**src/gpio3_map.svh**
```systemverilog
/*
  Register offsets, reset values and bus codes of the three-pin port.
  Assumes the AXI4-Lite interconnect presents full byte addresses.
*/
`ifndef GPIO3_MAP_SVH
`define GPIO3_MAP_SVH

`define GP_BASE_ADDR     32'h400C_0200
`define GP_OFF_DATA      6'h00
`define GP_OFF_OE        6'h04
`define GP_OFF_FS1       6'h08
`define GP_OFF_FS2       6'h0C
`define GP_OFF_FS3       6'h10
`define GP_OFF_FS4       6'h14
`define GP_OFF_OD        6'h28
`define GP_OFF_PUP       6'h2C
`define GP_OFF_IE        6'h38
`define GP_RESET_PINS    3'h0
`define GP_FS4_MASK      3'h4
`define GP_RESP_OKAY     2'h0
`define GP_RESP_SLVERR   2'h2

`endif

```
**src/gpio3_pkg.sv**
```systemverilog
/*
  Types of the three-pin port: register set, alternate-function carriers
  and the single state record of the port module.
  Assumes gpio3_map.svh supplies the numeric constants.
*/
`default_nettype none

package gpio3_pkg;

  typedef logic [2:0] pin_vec_t;

  typedef struct packed {
    pin_vec_t data;
    pin_vec_t oe;
    pin_vec_t fs1;
    pin_vec_t fs2;
    pin_vec_t fs3;
    pin_vec_t fs4;
    pin_vec_t od;
    pin_vec_t pup;
    pin_vec_t ie;
  } port_regs_s;

  // Signals from the peripherals into the port
  typedef struct packed {
    logic     serial_ch1_clock_out;
    logic     serial_ch1_clock_oe;
    logic     serial_ch1_transmit;
    logic     timer0_output;
    pin_vec_t ext_address;
  } alt_drive_s;

  // Signals from the port to the peripherals
  typedef struct packed {
    logic serial_ch1_clock;
    logic serial_ch1_receive;
    logic serial_ch1_clear_to_send;
    logic timer2_capture_input1;
    logic timer2_capture_input0;
  } alt_sense_s;

  typedef struct packed {
    port_regs_s  r;
    pin_vec_t    sync1;
    pin_vec_t    sync2;
    logic        aw_got;
    logic        w_got;
    logic        aw_hit;
    logic [5:0]  aw_off;
    pin_vec_t    wbits;
    logic        wlane0;
    logic        bvalid;
    logic [1:0]  bresp;
    logic        rvalid;
    logic [31:0] rdata;
    logic [1:0]  rresp;
  } state_s;

endpackage : gpio3_pkg

`default_nettype wire

```
**src/gpio3_port.sv**
```systemverilog
/*
  Three-pin general-purpose port with alternate functions, AXI4-Lite slave.
  Assumes pins arrive asynchronously; peripheral signals share aclk.
*/
// Added by the designer: the AXI4-Lite register port.
`include "gpio3_map.svh"
`timescale 1ns/10ps
`default_nettype none

module gpio3_port (
  input  wire logic                  aclk,
  input  wire logic                  aresetn,
  input  wire logic [31:0]           s_axi_awaddr,
  input  wire logic [2:0]            s_axi_awprot,
  input  wire logic                  s_axi_awvalid,
  output logic                       s_axi_awready,
  input  wire logic [31:0]           s_axi_wdata,
  input  wire logic [3:0]            s_axi_wstrb,
  input  wire logic                  s_axi_wvalid,
  output logic                       s_axi_wready,
  output logic [1:0]                 s_axi_bresp,
  output logic                       s_axi_bvalid,
  input  wire logic                  s_axi_bready,
  input  wire logic [31:0]           s_axi_araddr,
  input  wire logic [2:0]            s_axi_arprot,
  input  wire logic                  s_axi_arvalid,
  output logic                       s_axi_arready,
  output logic [31:0]                s_axi_rdata,
  output logic [1:0]                 s_axi_rresp,
  output logic                       s_axi_rvalid,
  input  wire logic                  s_axi_rready,
  input  wire gpio3_pkg::pin_vec_t   pin_in,
  output gpio3_pkg::pin_vec_t        pin_out,
  output gpio3_pkg::pin_vec_t        pin_oe,
  output gpio3_pkg::pin_vec_t        pin_pullup,
  output gpio3_pkg::pin_vec_t        pin_input_en,
  input  wire gpio3_pkg::alt_drive_s alt_drive,
  output gpio3_pkg::alt_sense_s      alt_sense
);

  gpio3_pkg::state_s   s;
  gpio3_pkg::state_s   next_s;
  gpio3_pkg::pin_vec_t alt_sel;
  gpio3_pkg::pin_vec_t alt_val;
  gpio3_pkg::pin_vec_t alt_drives;
  gpio3_pkg::pin_vec_t raw_out;
  gpio3_pkg::pin_vec_t sensed;
  gpio3_pkg::pin_vec_t fs1_val;
  gpio3_pkg::pin_vec_t fs1_drv;
  gpio3_pkg::pin_vec_t fs3_val;
  logic                aw_take;
  logic                w_take;
  logic                ar_take;
  logic                do_wr;
  logic                ar_hit;
  logic [5:0]          ar_off;

  function automatic logic offset_mapped(input logic [5:0] off);
    case (off)
      `GP_OFF_DATA, `GP_OFF_OE, `GP_OFF_FS1, `GP_OFF_FS2, `GP_OFF_FS3,
      `GP_OFF_FS4, `GP_OFF_OD, `GP_OFF_PUP, `GP_OFF_IE: offset_mapped = 1'b1;
      default: offset_mapped = 1'b0;
    endcase
  endfunction : offset_mapped

  function automatic gpio3_pkg::pin_vec_t read_reg(input gpio3_pkg::port_regs_s r,
                                                   input gpio3_pkg::pin_vec_t   pins,
                                                   input logic [5:0]            off);
    case (off)
      `GP_OFF_DATA: read_reg = (r.ie & pins) | (~r.ie & r.data);
      `GP_OFF_OE:   read_reg = r.oe;
      `GP_OFF_FS1:  read_reg = r.fs1;
      `GP_OFF_FS2:  read_reg = r.fs2;
      `GP_OFF_FS3:  read_reg = r.fs3;
      `GP_OFF_FS4:  read_reg = r.fs4;
      `GP_OFF_OD:   read_reg = r.od;
      `GP_OFF_PUP:  read_reg = r.pup;
      `GP_OFF_IE:   read_reg = r.ie;
      default:      read_reg = 3'h0;
    endcase
  endfunction : read_reg

  // Bus handshakes; one write and one read in flight
  assign s_axi_awready = !s.aw_got && !s.bvalid;
  assign s_axi_wready  = !s.w_got && !s.bvalid;
  assign s_axi_arready = !s.rvalid;
  assign aw_take       = s_axi_awvalid && s_axi_awready;
  assign w_take        = s_axi_wvalid && s_axi_wready;
  assign ar_take       = s_axi_arvalid && s_axi_arready;
  assign do_wr         = s.aw_got && s.w_got && !s.bvalid;
  assign ar_hit        = (s_axi_araddr[31:6] == 26'(`GP_BASE_ADDR >> 6)) &&
                         offset_mapped(s_axi_araddr[5:0]);
  assign ar_off        = s_axi_araddr[5:0];

  assign s_axi_bvalid  = s.bvalid;
  assign s_axi_bresp   = s.bresp;
  assign s_axi_rvalid  = s.rvalid;
  assign s_axi_rdata   = s.rdata;
  assign s_axi_rresp   = s.rresp;

  // Per-function pin tables, bit index is the pin number
  assign fs1_val = {alt_drive.serial_ch1_clock_out, 1'b0, alt_drive.serial_ch1_transmit};
  assign fs1_drv = {alt_drive.serial_ch1_clock_oe, 1'b0, 1'b1};
  assign fs3_val = {alt_drive.timer0_output, 2'b00};

  generate
    for (genvar i = 0; i < 3; i++) begin : g_pin
      assign alt_sel[i] = s.r.fs1[i] | s.r.fs2[i] | s.r.fs3[i] | s.r.fs4[i];
      // Fixed priority keeps a doubly selected pin defined
      assign alt_val[i] = s.r.fs1[i] ? fs1_val[i] :
                          s.r.fs2[i] ? alt_drive.ext_address[2 - i] :
                          s.r.fs3[i] ? fs3_val[i] : 1'b0;
      assign alt_drives[i] = s.r.fs1[i] ? fs1_drv[i] :
                             s.r.fs2[i] ? 1'b1 :
                             s.r.fs3[i] ? (i == 2) : 1'b0;
      assign raw_out[i] = alt_sel[i] ? alt_val[i] : s.r.data[i];
      // Open drain only ever pulls low
      assign pin_out[i] = s.r.od[i] ? 1'b0 : raw_out[i];
      assign pin_oe[i]  = s.r.oe[i] && (!alt_sel[i] || alt_drives[i]) &&
                          (!s.r.od[i] || !raw_out[i]);
    end
  endgenerate

  assign pin_pullup   = s.r.pup;
  assign pin_input_en = s.r.ie;
  assign sensed       = s.sync2 & s.r.ie;

  assign alt_sense.serial_ch1_clock         = s.r.fs1[2] & sensed[2];
  assign alt_sense.serial_ch1_receive       = s.r.fs1[1] ? sensed[1] : 1'b1;
  assign alt_sense.serial_ch1_clear_to_send = s.r.fs4[2] & sensed[2];
  assign alt_sense.timer2_capture_input1    = s.r.fs3[1] & sensed[1];
  assign alt_sense.timer2_capture_input0    = s.r.fs3[0] & sensed[0];

  always_comb begin
    next_s       = s;
    next_s.sync1 = pin_in;
    next_s.sync2 = s.sync1;
    if (aw_take) begin
      next_s.aw_got = 1'b1;
      next_s.aw_hit = (s_axi_awaddr[31:6] == 26'(`GP_BASE_ADDR >> 6)) &&
                      offset_mapped(s_axi_awaddr[5:0]);
      next_s.aw_off = s_axi_awaddr[5:0];
    end
    if (w_take) begin
      next_s.w_got  = 1'b1;
      next_s.wbits  = s_axi_wdata[2:0];
      next_s.wlane0 = s_axi_wstrb[0];
    end
    if (do_wr) begin
      next_s.aw_got = 1'b0;
      next_s.w_got  = 1'b0;
      next_s.bvalid = 1'b1;
      next_s.bresp  = s.aw_hit ? `GP_RESP_OKAY : `GP_RESP_SLVERR;
      if (s.aw_hit && s.wlane0) begin
        case (s.aw_off)
          `GP_OFF_DATA: next_s.r.data = s.wbits;
          `GP_OFF_OE:   next_s.r.oe   = s.wbits;
          `GP_OFF_FS1:  next_s.r.fs1  = s.wbits;
          `GP_OFF_FS2:  next_s.r.fs2  = s.wbits;
          `GP_OFF_FS3:  next_s.r.fs3  = s.wbits;
          `GP_OFF_FS4:  next_s.r.fs4  = s.wbits & `GP_FS4_MASK;
          `GP_OFF_OD:   next_s.r.od   = s.wbits;
          `GP_OFF_PUP:  next_s.r.pup  = s.wbits;
          `GP_OFF_IE:   next_s.r.ie   = s.wbits;
          default:      next_s.r      = s.r;
        endcase
      end
    end else if (s.bvalid && s_axi_bready) begin
      next_s.bvalid = 1'b0;
    end
    if (ar_take) begin
      next_s.rvalid = 1'b1;
      next_s.rdata  = {29'h0, ar_hit ? read_reg(s.r, s.sync2, ar_off) : 3'h0};
      next_s.rresp  = ar_hit ? `GP_RESP_OKAY : `GP_RESP_SLVERR;
    end else if (s.rvalid && s_axi_rready) begin
      next_s.rvalid = 1'b0;
    end
  end

  always_ff @(posedge aclk) begin
    if (!aresetn) begin
      s      <= '0;
      s.r.oe <= `GP_RESET_PINS;
    end else begin
      s <= next_s;
    end
  end
endmodule : gpio3_port

`default_nettype wire

```
**config.mk**
```make
export PLATFORM = sky130hd
export DESIGN_NAME = gpio3_port
export DESIGN_NICKNAME = d
export VERILOG_FILES = /design/src/gpio3_pkg.sv /design/src/gpio3_port.sv
export VERILOG_INCLUDE_DIRS = /design/src
export SDC_FILE = /design/constraint.sdc
export NUM_CORES = 1
export LEC_CHECK = 0
export ABC_AREA = 0
export BUFFER_PORTS_ARGS = -buffer_cell sky130_fd_sc_hd__buf_2
export CAP_MARGIN = 10
export CORE_ASPECT_RATIO = 0.8
export CORE_MARGIN = 4
export CORE_UTILIZATION = 30
export CTS_BUF_LIST = sky130_fd_sc_hd__clkbuf_4 sky130_fd_sc_hd__clkbuf_8
export DETAILED_ROUTE_END_ITERATION = 8
export PLACE_DENSITY = 0.69
export RECOVER_POWER = 25
export REMOVE_ABC_BUFFERS = 1
export SETUP_SLACK_MARGIN = 0.4
export SYNTH_ARGS = -nofsm -noshare
export SYNTH_HDL_FRONTEND = slang
export SYNTH_SLANG_ARGS = --single-unit
export TNS_END_PERCENT = 20
```
**constraint.sdc**
```tcl
create_clock -name aclk -period 2.1 [get_ports aclk]
set_clock_uncertainty 0.2 [all_clocks]
set_input_delay 0.21 -clock aclk [delete_from_list [all_inputs] [get_ports aclk]]
set_output_delay 0.21 -clock aclk [all_outputs]
set_load 0.05 [all_outputs]
```
==> results.sh <==
export IMPL_cp_max_fo=4
export IMPL_p_seq_share_pct=49.5
export IMPL_grt_pass1_wl_um=14100
export IMPL_avgSynthCellArea_um2=8.60
export IMPL_wl_per_cell_um=13.8
export IMPL_rsz0062_at_grt="yes"
export IMPL_cap_violations=0
export IMPL_ys_warn_count=0
export IMPL_period_minus_slack_ns=1.89
export IMPL_fin_setup_tns_ns=0
export IMPL_design_area_um2=4020
export IMPL_syn_to_final_growth_pct=28.7
export IMPL_cp_end_kind="flop"
export IMPL_synth_area_leaders="dfxtp_1 33%, buf_4 10%, mux2i_1 9.6%"
export IMPL_leakage_nw=1.72
export IMPL_synth_area_um2=3120
export IMPL_power_density_nw_per_um2=517
export IMPL_die_x_um=122
export IMPL_fp_row_count=33
export IMPL_max_clock_freq_ghz=0.530
export IMPL_critPathKind="flop to flop"
export IMPL_finalHoldViolCount=0
export IMPL_drt_vias_per_instance=4.63
export IMPL_power_mw=2.07
export IMPL_synth_top_cell_area_share_pct=32.7
export IMPL_gp_congestion=0.810
export IMPL_syn_inst=363
export IMPL_hpwl_um=6650
export IMPL_initial_utilization_pct=30.6
export IMPL_grt_max_degree=35
export IMPL_vias=2891
export IMPL_drc=0
export IMPL_core_um2=10200
export IMPL_placed_area_um2=3620
export IMPL_io_pins=181
export IMPL_setup_slack_ns=0.213
export IMPL_critPathLaunchType="flop"
export IMPL_p_int_mw=1.43
export IMPL_ys_ff_latch=51
export IMPL_period_share_pct=89.9
export IMPL_drtPass1Iterations=4
export IMPL_netSwitchingFraction_pct=30.9
export IMPL_setup_viol=0
export IMPL_cts_buffers=5
export IMPL_vdd_drop_max_mv=0.223
export IMPL_clockBufferDepth=2
export IMPL_tightest_slew_ns=0.879
export IMPL_combPwrFrac_pct=20.5
export IMPL_hold_class="input port to flop"
export IMPL_gr_usage_all_layers_pct=14.1
export IMPL_die_h_um=99.2
export IMPL_place_ws_ns=0.234
export IMPL_netlist_top_cells_count="51 x dfxtp_1, 42 x buf_4, 33 x nand2_1, 31 x nor2b_1, 30 x mux2i_1"
export IMPL_drive_gt1_share_pct=30.7
export IMPL_yosysSeqAreaShare_pct=32.7
export IMPL_cp_required_ns=2.10
export IMPL_yosysTopAreaCell="dfxtp_1"
export IMPL_synth_ff_type="dfxtp_1"
export IMPL_post_synth_top_count_cell="dfxtp_1"
export IMPL_clkTransAtPathRegs_ns=0.10
export IMPL_ant_nets=0
export IMPL_ctsHtreeMaxLevel=2
export IMPL_grt_overflow=0
export IMPL_drtIter0Drc=167
export IMPL_routed_wl_um=8650
export IMPL_pwr_share_clk_pct=30.1
export IMPL_grt_pass1_vias=2917
export IMPL_status="finished, final reports clean"
export IMPL_synth_async_reset_ratio_pct=0
export IMPL_root_buffer="clkbuf_8"
export IMPL_final_nets=607
export IMPL_synth_edf_count=0
export IMPL_antenna_cells=0
export IMPL_dieArea_um2=12100
export IMPL_fillers=1049
export IMPL_cp_arrival_ns=1.89
export IMPL_maxSlewHeadroom_pct=41.4
export IMPL_antenna_found_initial=0
export IMPL_cts_sinks=51
export IMPL_cts_tree="done"
export IMPL_ys_types=53
export IMPL_p_sw_mw=0.641
export IMPL_clk_latency_ns=0.30
export IMPL_slew_viol_final=0
export IMPL_port_buffers=111
[final timing paths]
check,slack (ns),startpoint,to,cells past startpoint
min reg2reg,0.24,next_s[51],s[51],1
min,0.03,s_axi_araddr[12],s_axi_rdata[0],4
max reg2reg,0.21,s[50],s[71],6
max,0.21,s[50],s[71],6
[area by class of cell]
| class | count | area (um^2) | share of cell area, % |
|---|---|---|---|
| Tap cell | 140 | 175 | 4.36 |
| Multi-Input combinational cell | 274 | 1820 | 45.2 |
| Inverter | 11 | 41.3 | 1.03 |
| Sequential cell | 51 | 1040 | 25.9 |
| Timing Repair Buffer | 141 | 838 | 20.9 |
| Clock buffer | 7 | 96.3 | 2.40 |
| Clock inverter | 1 | 7.51 | 0.187 |
[power groups by stage]
stage	clock [mW]	sequential, mW	combinational, mW
5_1_grt	0.678	1.03	0.460
2_1_floorplan	0	1.06	0.237
3_3_place_gp	0	1.05	0.395
3_5_place_dp	0	1.05	0.401
4_1_cts	0.635	1.03	0.424
6_report	0.624	1.03	0.425
[metal layers]
metal	routed length (um)	vias to the layer above	track usage (%)
met5	0	-	0
met1	3870	1346	18.5
met2	4280	83	24.7
met3	439	7	2.44
met4	58	0	2.50
li1	-	1455	-
[metrics by stage]
step                hold slack, ns  std cells  utilization (%)
floorplan                    0.128        336                -
global placement             0.215        591             35.5
detailed placement           0.223        591             35.5
CTS                        0.00457        623             39.3
global route                0.0589        625             39.4
finish                      0.0333        625             39.4
[worst max-delay path, cell delays in order (launching register included)]
cell and delay (ns):
dfxtp_1 0.39, and3b_1 0.35, nand3b_4 0.16, nor4_4 0.25
buf_4 0.16, mux2i_1 0.21, nor2b_1 0.07
[state kept, by name, summed over array words and instances (netlist names)]
| name | count |
|---|---|
| pin_pullup | 3 |
| pin_input_en | 3 |
| s_axi_bvalid | 1 |
| s_axi_rvalid | 1 |
| s_axi_rresp | 1 |
| s | 35 |
| s_axi_bresp | 1 |
| next_s | 3 |
| s_axi_rdata | 3 |
[logic make-up (layout without fill, tap and decap cells)]
group / after synthesis / in the layout / synth area share, %
AND/OR/NAND/NOR: 158 / 158 / 31.8
other: 1 / 31 / 0.120
AO/OA/AOI/OAI: 54 / 54 / 11.8
buffers and inverters: 68 / 160 / 13.6
flip-flops: 51 / 51 / 32.7
multiplexers: 31 / 31 / 9.98
[layout by cell type (no fill, tap or decap), types with 12 or more instances in the layout]
| cell | synthesis | routed |
|---|---|---|
| dfxtp_1 | 51 | 42 |
| nand2_1 | 33 | 34 |
| dlygate4sd3_1 | 0 | 15 |
| buf_4 | 42 | 13 |
| mux2i_1 | 30 | 30 |
| clkbuf_1 | 10 | 12 |
| nor2_1 | 13 | 13 |
| buf_2 | 4 | 96 |
| nor2b_1 | 31 | 31 |
| conb_1 | 1 | 31 |
[what timing repair did]
action / in CTS / in global routing
setup endpoints to repair: 27 / 34
resized for setup: 26 / 4
setup buffers: 10 / 1
hold buffers: 14 / 1
hold endpoints to repair: 13 / 1
pin swaps: 8 / 1
Note: power is estimated with default switching activity, not from simulation.
